==> src/cipher_mode_cfg.svh <==
// Constants for the cipher mode switch control block.
`ifndef CIPHER_MODE_CFG_SVH
`define CIPHER_MODE_CFG_SVH
`define CLK_PERIOD_NS 4
`define FRAME_TIME_NS 10000000
`define FRAME_CYCLES (`FRAME_TIME_NS / `CLK_PERIOD_NS)
`define FRAME_W 4
`define KEY_W 8
`define TRY_W 3
`define PT_MAX_REQ 3'h5
`define FT_MAX_CONF 3'h6
`endif

==> src/cipher_mode_pkg.sv <==
// Types for the cipher mode switch control block.
package cipher_mode_pkg;
    typedef enum logic [2:0] {
        MSG_NONE = 3'h0,
        MSG_START_REQ = 3'h1,
        MSG_START_CONF = 3'h2,
        MSG_START_REJECT = 3'h3,
        MSG_START_GRANT = 3'h4,
        MSG_STOP_REQ = 3'h5,
        MSG_STOP_CONF = 3'h6,
        MSG_STOP_GRANT = 3'h7
    } msg_t;
    typedef enum logic [1:0] {
        ST_IDLE = 2'h0,
        ST_REQ = 2'h1,
        ST_CONF = 2'h3,
        ST_REKEY = 2'h2
    } state_t;
endpackage : cipher_mode_pkg

==> src/cipher_mode_switch_control.sv <==
// Frame-synchronous clear/encrypt mode switching for either link end.
`timescale 1ns/1ps
`include "cipher_mode_cfg.svh"
// How it works
// - Portable repeats stop request each even frame.
// - Fixed repeats stop confirm each odd frame.
// - Portable sends stop grant next even frame.
// - Start request repeated at most five even frames.
// - Reject valid only for default-key request.
// - Portable releases when no confirm or reject.
// - Portable ignores receive data until start confirm.
// - Start grant next even; encrypt from then.
// - Fixed encrypts at once, confirms until S+11.
// - Fixed releases when start grant never arrives.
// - Fixed decrypts from frame after grant, reports grant.
// - Default-key messages carry the key index.
// - Stop request five even frames, else release.
// - Portable stops decrypting at stop confirm.
// - Stop grant next even; clear from then.
// - Fixed clears at once, stop confirms, else release.
// - Fixed decrypts until stop grant, ignores between.
// - Re-key stops, then restarts with new key.
// - Default-key re-keying begins only at portable.
// - Portable even frames, fixed odd, never encrypted.
// - Mode applies to every bearer of connection.
module cipher_mode_switch_control
    import cipher_mode_pkg::*;
#(
    parameter int FRAME_CYCLES = `FRAME_CYCLES
)
(
    input wire logic clk,
    input wire logic reset_n,
    input wire logic role_fixed,
    input wire logic start_req,
    input wire logic stop_req,
    input wire logic use_default_key,
    input wire logic [`KEY_W-1:0] key_index,
    input wire logic refuse_default,
    input wire logic rx_valid,
    input wire msg_t rx_msg,
    input wire logic rx_default,
    input wire logic [`KEY_W-1:0] rx_key_index,
    output logic frame_tick,
    output logic [`FRAME_W-1:0] frame_num,
    output logic tx_valid,
    output msg_t tx_msg,
    output logic tx_default,
    output logic [`KEY_W-1:0] tx_key_index,
    output logic tx_encrypt,
    output logic rx_decrypt,
    output logic rx_discard,
    output logic bearer_encrypt,
    output logic busy,
    output logic eks_cfm,
    output logic eks_ind,
    output logic dis_ind
);
    logic [31:0] div_r;
    logic [`FRAME_W-1:0] frame_r;
    msg_t hold_r;
    logic hold_def_r;
    msg_t rx_now;
    logic rx_def_now;
    logic even_nxt;
    state_t state_r;
    logic stop_r;
    logic rekey_r;
    logic def_r;
    logic [`KEY_W-1:0] key_r;
    logic [`TRY_W-1:0] tries_r;

    // Frame boundary divider and frame number; parity is the low bit.
    always_ff @(posedge clk or negedge reset_n)
    begin
        if (!reset_n)
        begin
            div_r <= 32'h0;
            frame_r <= '0;
        end
        else if (div_r == 32'(FRAME_CYCLES - 1))
        begin
            div_r <= 32'h0;
            frame_r <= frame_r + `FRAME_W'(1);
        end
        else
        begin
            div_r <= div_r + 32'h1;
        end
    end

    assign frame_tick = (div_r == 32'(FRAME_CYCLES - 1));
    assign frame_num = frame_r;
    assign even_nxt = frame_r[0];
    assign bearer_encrypt = tx_encrypt;
    assign busy = (state_r != ST_IDLE);

    // A message received during a frame is acted on at the frame boundary.
    always_ff @(posedge clk or negedge reset_n)
    begin
        if (!reset_n)
        begin
            hold_r <= MSG_NONE;
            hold_def_r <= 1'b0;
        end
        else if (frame_tick)
        begin
            hold_r <= MSG_NONE;
            hold_def_r <= 1'b0;
        end
        else if (rx_valid)
        begin
            hold_r <= rx_msg;
            hold_def_r <= rx_default;
        end
    end

    assign rx_now = rx_valid ? rx_msg : hold_r;
    assign rx_def_now = rx_valid ? rx_default : hold_def_r;

    // Mode-switch handshake; all transmit decisions hold for one frame.
    always_ff @(posedge clk or negedge reset_n)
    begin
        if (!reset_n)
        begin
            state_r <= ST_IDLE;
            stop_r <= 1'b0;
            rekey_r <= 1'b0;
            def_r <= 1'b0;
            key_r <= '0;
            tries_r <= '0;
            tx_valid <= 1'b0;
            tx_msg <= MSG_NONE;
            tx_default <= 1'b0;
            tx_key_index <= '0;
            tx_encrypt <= 1'b0;
            rx_decrypt <= 1'b0;
            rx_discard <= 1'b0;
            eks_cfm <= 1'b0;
            eks_ind <= 1'b0;
            dis_ind <= 1'b0;
        end
        else
        begin
            eks_cfm <= 1'b0;
            eks_ind <= 1'b0;
            dis_ind <= 1'b0;
            if (frame_tick)
            begin
                tx_valid <= 1'b0;
                tx_msg <= MSG_NONE;
                tx_default <= def_r;
                tx_key_index <= key_r;
            end
            if (!role_fixed && state_r == ST_IDLE && (start_req || stop_req))
            begin
                // Re-keying is a stop followed by a start with the new key.
                state_r <= ST_REQ;
                tries_r <= '0;
                stop_r <= stop_req || tx_encrypt;
                rekey_r <= start_req && tx_encrypt;
                def_r <= use_default_key;
                key_r <= key_index;
            end
            else if (frame_tick && !role_fixed)
            begin
                unique case (state_r)
                    ST_IDLE:
                    begin
                    end
                    ST_REQ:
                    begin
                        if (even_nxt && rx_now == (stop_r ? MSG_STOP_CONF : MSG_START_CONF))
                        begin
                            // Grant goes out in the even frame after the confirm.
                            tx_valid <= 1'b1;
                            tx_msg <= stop_r ? MSG_STOP_GRANT : MSG_START_GRANT;
                            tx_encrypt <= !stop_r;
                            rx_decrypt <= !stop_r;
                            rx_discard <= 1'b0;
                            eks_cfm <= 1'b1;
                            state_r <= (stop_r && rekey_r) ? ST_REKEY : ST_IDLE;
                        end
                        else if (!stop_r && rx_now == MSG_START_REJECT && def_r)
                        begin
                            eks_cfm <= 1'b1;
                            rx_discard <= 1'b0;
                            state_r <= ST_IDLE;
                        end
                        else if (even_nxt)
                        begin
                            if (tries_r == `PT_MAX_REQ)
                            begin
                                dis_ind <= 1'b1;
                                rx_discard <= 1'b0;
                                state_r <= ST_IDLE;
                            end
                            else
                            begin
                                tx_valid <= 1'b1;
                                tx_msg <= stop_r ? MSG_STOP_REQ : MSG_START_REQ;
                                tries_r <= tries_r + `TRY_W'(1);
                                rx_discard <= 1'b1;
                            end
                        end
                    end
                    ST_REKEY:
                    begin
                        if (even_nxt)
                        begin
                            tx_valid <= 1'b1;
                            tx_msg <= MSG_START_REQ;
                            tx_default <= def_r;
                            stop_r <= 1'b0;
                            rekey_r <= 1'b0;
                            tries_r <= `TRY_W'(1);
                            rx_discard <= 1'b1;
                            state_r <= ST_REQ;
                        end
                    end
                    ST_CONF:
                    begin
                        state_r <= ST_IDLE;
                    end
                endcase
            end
            else if (frame_tick && role_fixed)
            begin
                unique case (state_r)
                    ST_IDLE:
                    begin
                        if (!even_nxt && rx_now == MSG_START_REQ)
                        begin
                            tx_valid <= 1'b1;
                            def_r <= rx_def_now;
                            key_r <= rx_key_index;
                            tx_default <= rx_def_now;
                            tx_key_index <= rx_key_index;
                            if (rx_def_now && refuse_default)
                            begin
                                tx_msg <= MSG_START_REJECT;
                            end
                            else
                            begin
                                tx_msg <= MSG_START_CONF;
                                tx_encrypt <= 1'b1;
                                stop_r <= 1'b0;
                                tries_r <= `TRY_W'(1);
                                state_r <= ST_CONF;
                            end
                        end
                        else if (!even_nxt && rx_now == MSG_STOP_REQ)
                        begin
                            tx_valid <= 1'b1;
                            tx_msg <= MSG_STOP_CONF;
                            tx_encrypt <= 1'b0;
                            stop_r <= 1'b1;
                            tries_r <= `TRY_W'(1);
                            state_r <= ST_CONF;
                        end
                    end
                    ST_CONF:
                    begin
                        if (rx_now == (stop_r ? MSG_STOP_GRANT : MSG_START_GRANT))
                        begin
                            eks_ind <= 1'b1;
                            rx_decrypt <= !stop_r;
                            rx_discard <= 1'b0;
                            state_r <= ST_IDLE;
                        end
                        else if (even_nxt)
                        begin
                            rx_discard <= 1'b1;
                        end
                        else if (tries_r == `FT_MAX_CONF)
                        begin
                            dis_ind <= 1'b1;
                            rx_discard <= 1'b0;
                            state_r <= ST_IDLE;
                        end
                        else
                        begin
                            tx_valid <= 1'b1;
                            tx_msg <= stop_r ? MSG_STOP_CONF : MSG_START_CONF;
                            tries_r <= tries_r + `TRY_W'(1);
                        end
                    end
                    ST_REQ, ST_REKEY:
                    begin
                        state_r <= ST_IDLE;
                    end
                endcase
            end
        end
    end
endmodule : cipher_mode_switch_control

==> config.mk <==
export PLATFORM = sky130hd
export DESIGN_NAME = cipher_mode_switch_control
export DESIGN_NICKNAME = d
export VERILOG_FILES = /design/src/cipher_mode_pkg.sv /design/src/cipher_mode_switch_control.sv
export VERILOG_INCLUDE_DIRS = /design/src
export SDC_FILE = /design/constraint.sdc
export NUM_CORES = 1
export LEC_CHECK = 0
export CORE_MARGIN = 1.5
export CORE_UTILIZATION = 60
export DETAILED_ROUTE_END_ITERATION = 6
export DONT_BUFFER_PORTS = 1
export PLACE_DENSITY = 0.85
export SYNTH_ARGS = -nofsm -noshare
export SYNTH_HDL_FRONTEND = slang
export SYNTH_SLANG_ARGS = --single-unit
export TNS_END_PERCENT = 10
==> constraint.sdc <==
create_clock -name clk -period 4.5 [get_ports clk]
set_clock_uncertainty 0.1 [all_clocks]
set_input_delay 0.225 -clock clk [delete_from_list [all_inputs] [get_ports clk]]
set_output_delay 0.225 -clock clk [all_outputs]
set_load 0.01 [all_outputs]
==> metrics.txt, run 1 <==
WL/cell 19.42 um; Detailed Routing Iterations Pass 1 5; GP Congestion 0.9509; post-CTS sizing 0; #FFs+latches synth 75; hold bufs inserted after CTS 22; Leak 2.105 nW; first-pass GRT wire length 17.81 mm; pre-CTS WS 1.558 ns; CTS tree done; initial core utilization 62.79%; largest net degree at the start of global routing 76; post-synth top area share 43.28%; Peak VDD IR 0.1938 mV; gr usage total 30.57%; ANT cells 0; final setup fails 0; clock slew at reported path FFs 0.09 ns; Seq/Total Area, Yosys 43.28%; met3 WL 574 um; crit-path max FO 19; RSZ-0062 raised after global routing false; Tmin final 3.003 ns; most common cell after layout, fill and taps aside dfrtp_1; drt drc 0; synth unique cells 66; Post-Syn Area per Cell 9.573 um^2; initial antenna violation count 0; buffer and inverter count on the worst path 0; post-route cell area 4817 um^2; nets 505; Synth Cell Area 4337 um^2; CP max stage cell o21ai_1; count of pins over their slew limit 0; synthesized instance count 453; crit end category flop; post-route ant nets 0; die area 7747 um^2; grt total ovfl 0; initial DRC count 234; most frequent cells in the layout dfrtp_1, nand2_1, nor2_1, o21ai_0; Clock Sinks 75; main flop type after synthesis dfrtp_1; drt via density 6.275; dominant cells by area after synthesis dfrtp_1, mux2i_1, nand2_1; placed wire-length estimate 7.304 mm; Setup TNS 0 ns; synth warn 0; worst hold slack -0.005087 ns; Startpoint Class flop; Setup Buffers After CTS 0; failing checks negative hold slack; vias in the first global route 3591; met2 wire len 5.694 mm; Post-Syn Nets 491; CP max stage delay 0.87 ns; I/O pin count 54; Crit Path Class flop to flop; final hold violation count 1; pwr/cell area 386.9 nW/um^2; required time of the critical path 4.66 ns; worst-path cell chain and4bb_2, o21ai_0, nor4_1, o21ai_1, nand2_1, o21ai_0; Core Area 6907 um^2; clock latency on the worst-skew pair 0.37 ns; deepest clock path buffer count 2; Area Growth Syn to Fin 11.08%; clk root buf clkbuf_8; number of synthesized flops with an enable pin 0; cell taking the most area after synthesis dfrtp_1; ys async rst share 100.0%; layout cells sized above 1 8.898%; die height 88.02 um; IO Port Bufs 0; fmax 333.0 MHz; Final Cycle Share 66.74%; CP arrival 3.16 ns; CP most frequent cell o21ai_0; worst slew pin tran 1.123 ns; Routed WL 11.03 mm; # H-tree levels 3; Max-slew headroom 24.64%; row count 30; Final WS setup 1.497 ns; dpl cell area 4372 um^2; HP Class primary input to flop; status finished with violations; Top Layer Used met4; CTS buffer count 9; cell family with most CP delay compound AO/OA/AOI/OAI gates; Max Cap Viol 0; Met1 Wirelength 4.363 mm; die width 88.02 um; via count 3564
kinds of logic after synthesis:
family | after synthesis | share of synthesized area [%]
compound gates | 95 | 14.08
xor+xnor | 32 | 6.463
fa+ha+maj | 10 | 2.885
buf+inv | 33 | 3.347
flops | 75 | 43.28
mux | 29 | 6.924
simple gates | 179 | 23.02
registers in the layout, indices dropped and copies added, names as in the netlist, 2 cells and up:
signal        flops
tries_r           3
tx_key_index      8
hold_r            3
div_r            32
frame_num         4
state_r           2
tx_msg            3
key_r             8
cell type report:
cell class | count | area (um^2)
clock inverters | 7 | 83.83
repair buffers | 24 | 252.7
multi-input cells | 345 | 2315
inverters | 12 | 45.04
fillers | 542 | 2090
well taps | 96 | 120.1
clock buffers | 9 | 123.9
flip-flops and latches | 75 | 1877
power by group:
| part | total (W) | switching [W] | internal (W) |
|---|---|---|---|
| logic | 0.000508 | 0.000315 | 0.000193 |
| clock network | 0.000561 | 0.000295 | 0.000267 |
| registers | 0.000794 | 0.0000620 | 0.000732 |
| total | 0.00186 | 0.000672 | 0.00119 |
synth_stat cells (3+ instances only):
library cell and number:
dfrtp_1 75, nand2_1 54, nor2_1 41, o21ai_0 40, mux2i_1 21, xnor2_1 17, nand3_1 16, a21oi_1 15
xor2_1 15, nand4_1 13, inv_1 12, clkbuf_1 11, ha_1 10, nor3_1 9, and4_1 6, o211ai_1 6
and3_1 5, buf_2 5, a31oi_1 4, and2_1 4, mux2_1 4, mux2_2 4, nor4b_2 4, nand3b_1 3
nor3_2 3, o211a_1 3, o21ai_1 3
worst paths after layout:
check	start	end	slack [ns]	cells past startpoint
min reg2reg	div_r[31]	div_r[31]	0.39	1
max in group asynchronous	reset_n	key_r[5]	3.67	2
min	rx_key_index[1]	key_r[1]	-0.005	2
min in group asynchronous	reset_n	tx_valid	0.29	2
max	frame_num[0]	key_r[5]	1.50	6
max reg2reg	frame_num[0]	key_r[5]	1.50	6
metrics by stage:
step	total power [W]	instances	utilization, %	hold slack, ns
3_5_place_dp	0.001249	530	63.30	-0.1684
4_1_cts	0.001844	568	69.75	0.0003199
6_report	0.001864	568	69.75	-0.005087
2_1_floorplan	0.001136	453	-	-0.1706
3_3_place_gp	0.001238	530	63.30	-0.1686
5_1_grt	0.001955	568	69.75	0.004496
routing by layer:
layer	vias to the layer above	global-route usage, %
met2	130	51.91
met3	33	6.975
met1	1746	36.17
met5	-	0
li1	1655	-
met4	0	16.05
(Power assumes the default switching activity.)
==> run 2, diff against run 1 <==
- clock period: 4.5 -> 2.9 ns (I/O delays scaled with it)
==> metrics.txt, run 2 (synthesis results as in run 1) <==
Tmin final 2.720 ns (-0.2830 ns); Worst R2R Start state_r[0]; worst-path cell chain inv_1, ha_1, o21ai_2, nor2_1, buf_4, mux2i_1, dlygate4sd3_1, o21ai_0; post-route cell area 4952 um^2 (+2.8%); CP max stage delay 0.60 ns (-0.27 ns); # H-tree levels 3 (unchanged); post-route ant nets 0 (unchanged); ANT cells 0 (unchanged); layout cells sized above 1 9.938% (+1.0 points); vias in the first global route 3673 (+2.3%); largest net degree at the start of global routing 76 (unchanged); GP Congestion 1.028 (+8.1%); Max-slew headroom 23.95% (-0.69 points); Biggest register div_r; Detailed Routing Iterations Pass 1 5 (unchanged); worst reg2reg setup slack 0.18 ns (-1.32 ns); Peak VDD IR 0.3734 mV (+93%); CTS buffer count 9 (unchanged); HP Class primary input to flop; die width 88.02 um (unchanged); CP max stage cell dlygate4sd3_1; nets 516 (+2.2%); Final Cycle Share 93.80% (+27 points); Routed WL 11.19 mm (+1.5%); Filler cells 517 (-4.6%); status finished, final reports clean; initial DRC count 391 (+67%); worst-case reg-to-reg path depth 8 (+2); Setup TNS 0 ns (unchanged); placed wire-length estimate 7.269 mm (-0.48%); most frequent cells in the layout dfrtp_1, nand2_1, nor2_1, o21ai_0, dlygate4sd3_1; clock slew at reported path FFs 0.08 ns (about the same); crit-path max FO 17 (-2); die area 7747 um^2 (unchanged); CTS tree done; required time of the critical path 3.00 ns (-1.66 ns); Clock Sinks 75 (unchanged); clk root buf clkbuf_8; final setup fails 0 (unchanged); Core Area 6907 um^2 (unchanged); Startpoint Class flop; via count 3696 (+3.7%); I/O pin count 54 (unchanged); Crit Path Class flop to flop; grt total ovfl 0 (unchanged); deepest clock path buffer count 2 (unchanged); RSZ-0062 raised after global routing false; cell family with most CP delay buffers and inverters; r2r endpoint key_r[0]; final hold violation count 0 (-1); count of pins over their slew limit 0 (unchanged); hold_sp role_fixed; worst hold slack 0.03422 ns (+0.03930 ns); crit end category flop; Leak 2.173 nW (+3.2%); area of the multi-input gates 2315 um^2 (unchanged); initial antenna violation count 0 (unchanged); fmax 367.6 MHz (+10%); Max Cap Viol 0 (unchanged); die height 88.02 um (unchanged); worst slew pin tran 1.133 ns (+0.01028 ns); WL/cell 19.33 um (-0.44%); register area 1877 um^2 (unchanged); IO Port Bufs 0 (unchanged); most common cell after layout, fill and taps aside dfrtp_1; Hold EP rx_discard; drt via density 6.383 (+1.7%); drt drc 0 (unchanged); gr usage total 30.35% (-0.22 points); initial core utilization 62.79% (unchanged); row count 30 (unchanged); CP arrival 2.82 ns (-0.34 ns); WHS Path Cells 3 (+1); buffer and inverter count on the worst path 3 (+3); clock latency on the worst-skew pair 0.36 ns (about the same); Area Growth Syn to Fin 14.20%; Largest register FFs 32 (unchanged); first-pass GRT wire length 17.80 mm (about the same); pwr/cell area 611.9 nW/um^2 (+58%); biggest regs div_r: 32 flops, key_r: 8 flops, tx_key_index: 8 flops; dpl cell area 4417 um^2 (+1.0%)
run 2: cell type report:
| type | count | area share, % |
|---|---|---|
| Multi-Input combinational cell | 345 | 46.74 |
| Sequential cell | 75 | 37.90 |
| Timing Repair Buffer | 35 | 7.024 |
| Clock buffer | 9 | 2.501 |
| Clock inverter | 7 | 2.501 |
| Tap cell | 96 | 2.425 |
| Inverter | 12 | 0.9096 |
run 2: where the power goes:
part           internal [W]  switching, W  leakage (nW)  total, W
Combinational      0.000307      0.000492          1.11  0.000799
Sequential          0.00114     0.0000975         0.940   0.00123
Clock              0.000577      0.000420         0.120  0.000997
Total               0.00202       0.00101          2.17   0.00303
run 2: how the worst max path moves through the flow:
| stage | startpoint | endpoint | slack [ns] | cells past startpoint |
|---|---|---|---|---|
| 2_1_floorplan | div_r[0] | state_r[0] | 0.67 | 8 |
| 3_3_place_gp | frame_num[0] | tx_msg[0] | 0.46 | 7 |
| 3_5_place_dp | div_r[0] | key_r[1] | 0.39 | 6 |
| 4_1_cts | state_r[1] | key_r[7] | 0.32 | 8 |
| 5_1_grt | state_r[0] | key_r[5] | 0.05 | 8 |
| 6_report | state_r[0] | key_r[0] | 0.18 | 8 |
run 2: repair_timing:
item / in CTS / in global routing
endpoints found under the hold margin: 99 / 0
gates resized for setup: 0 / 0
setup buffers: 0 / 0
hold buffers: 27 / 0
run 2: stage by stage:
stage | util (%) | total power (W) | instances | setup WS (ns)
6_report | 71.70 | 0.003030 | 579 | 0.1797
5_1_grt | 71.70 | 0.003175 | 579 | 0.04784
4_1_cts | 71.70 | 0.002990 | 579 | 0.3155
3_5_place_dp | 63.95 | 0.001933 | 536 | 0.3923
3_3_place_gp | 63.95 | 0.001909 | 536 | 0.4574
2_1_floorplan | - | 0.001762 | 453 | 0.6749
run 2: metal layers:
metal | part of all wire [%] | vias to the layer above | GRT usage, %
li1 | - | 1677 | -
met1 | 39 | 1806 | 36.57
met2 | 51 | 181 | 50.87
met3 | 7.0 | 32 | 8.671
met4 | 2.9 | 0 | 13.21
met5 | 0 | - | 0
run 2: tightest hold or removal path, delay by kind of cell:
| family | cells | cell delay, ns |
|---|---|---|
| muxes | 1 | 0.16 |
| AOI/OAI and AO/OA | 2 | 0.17 |
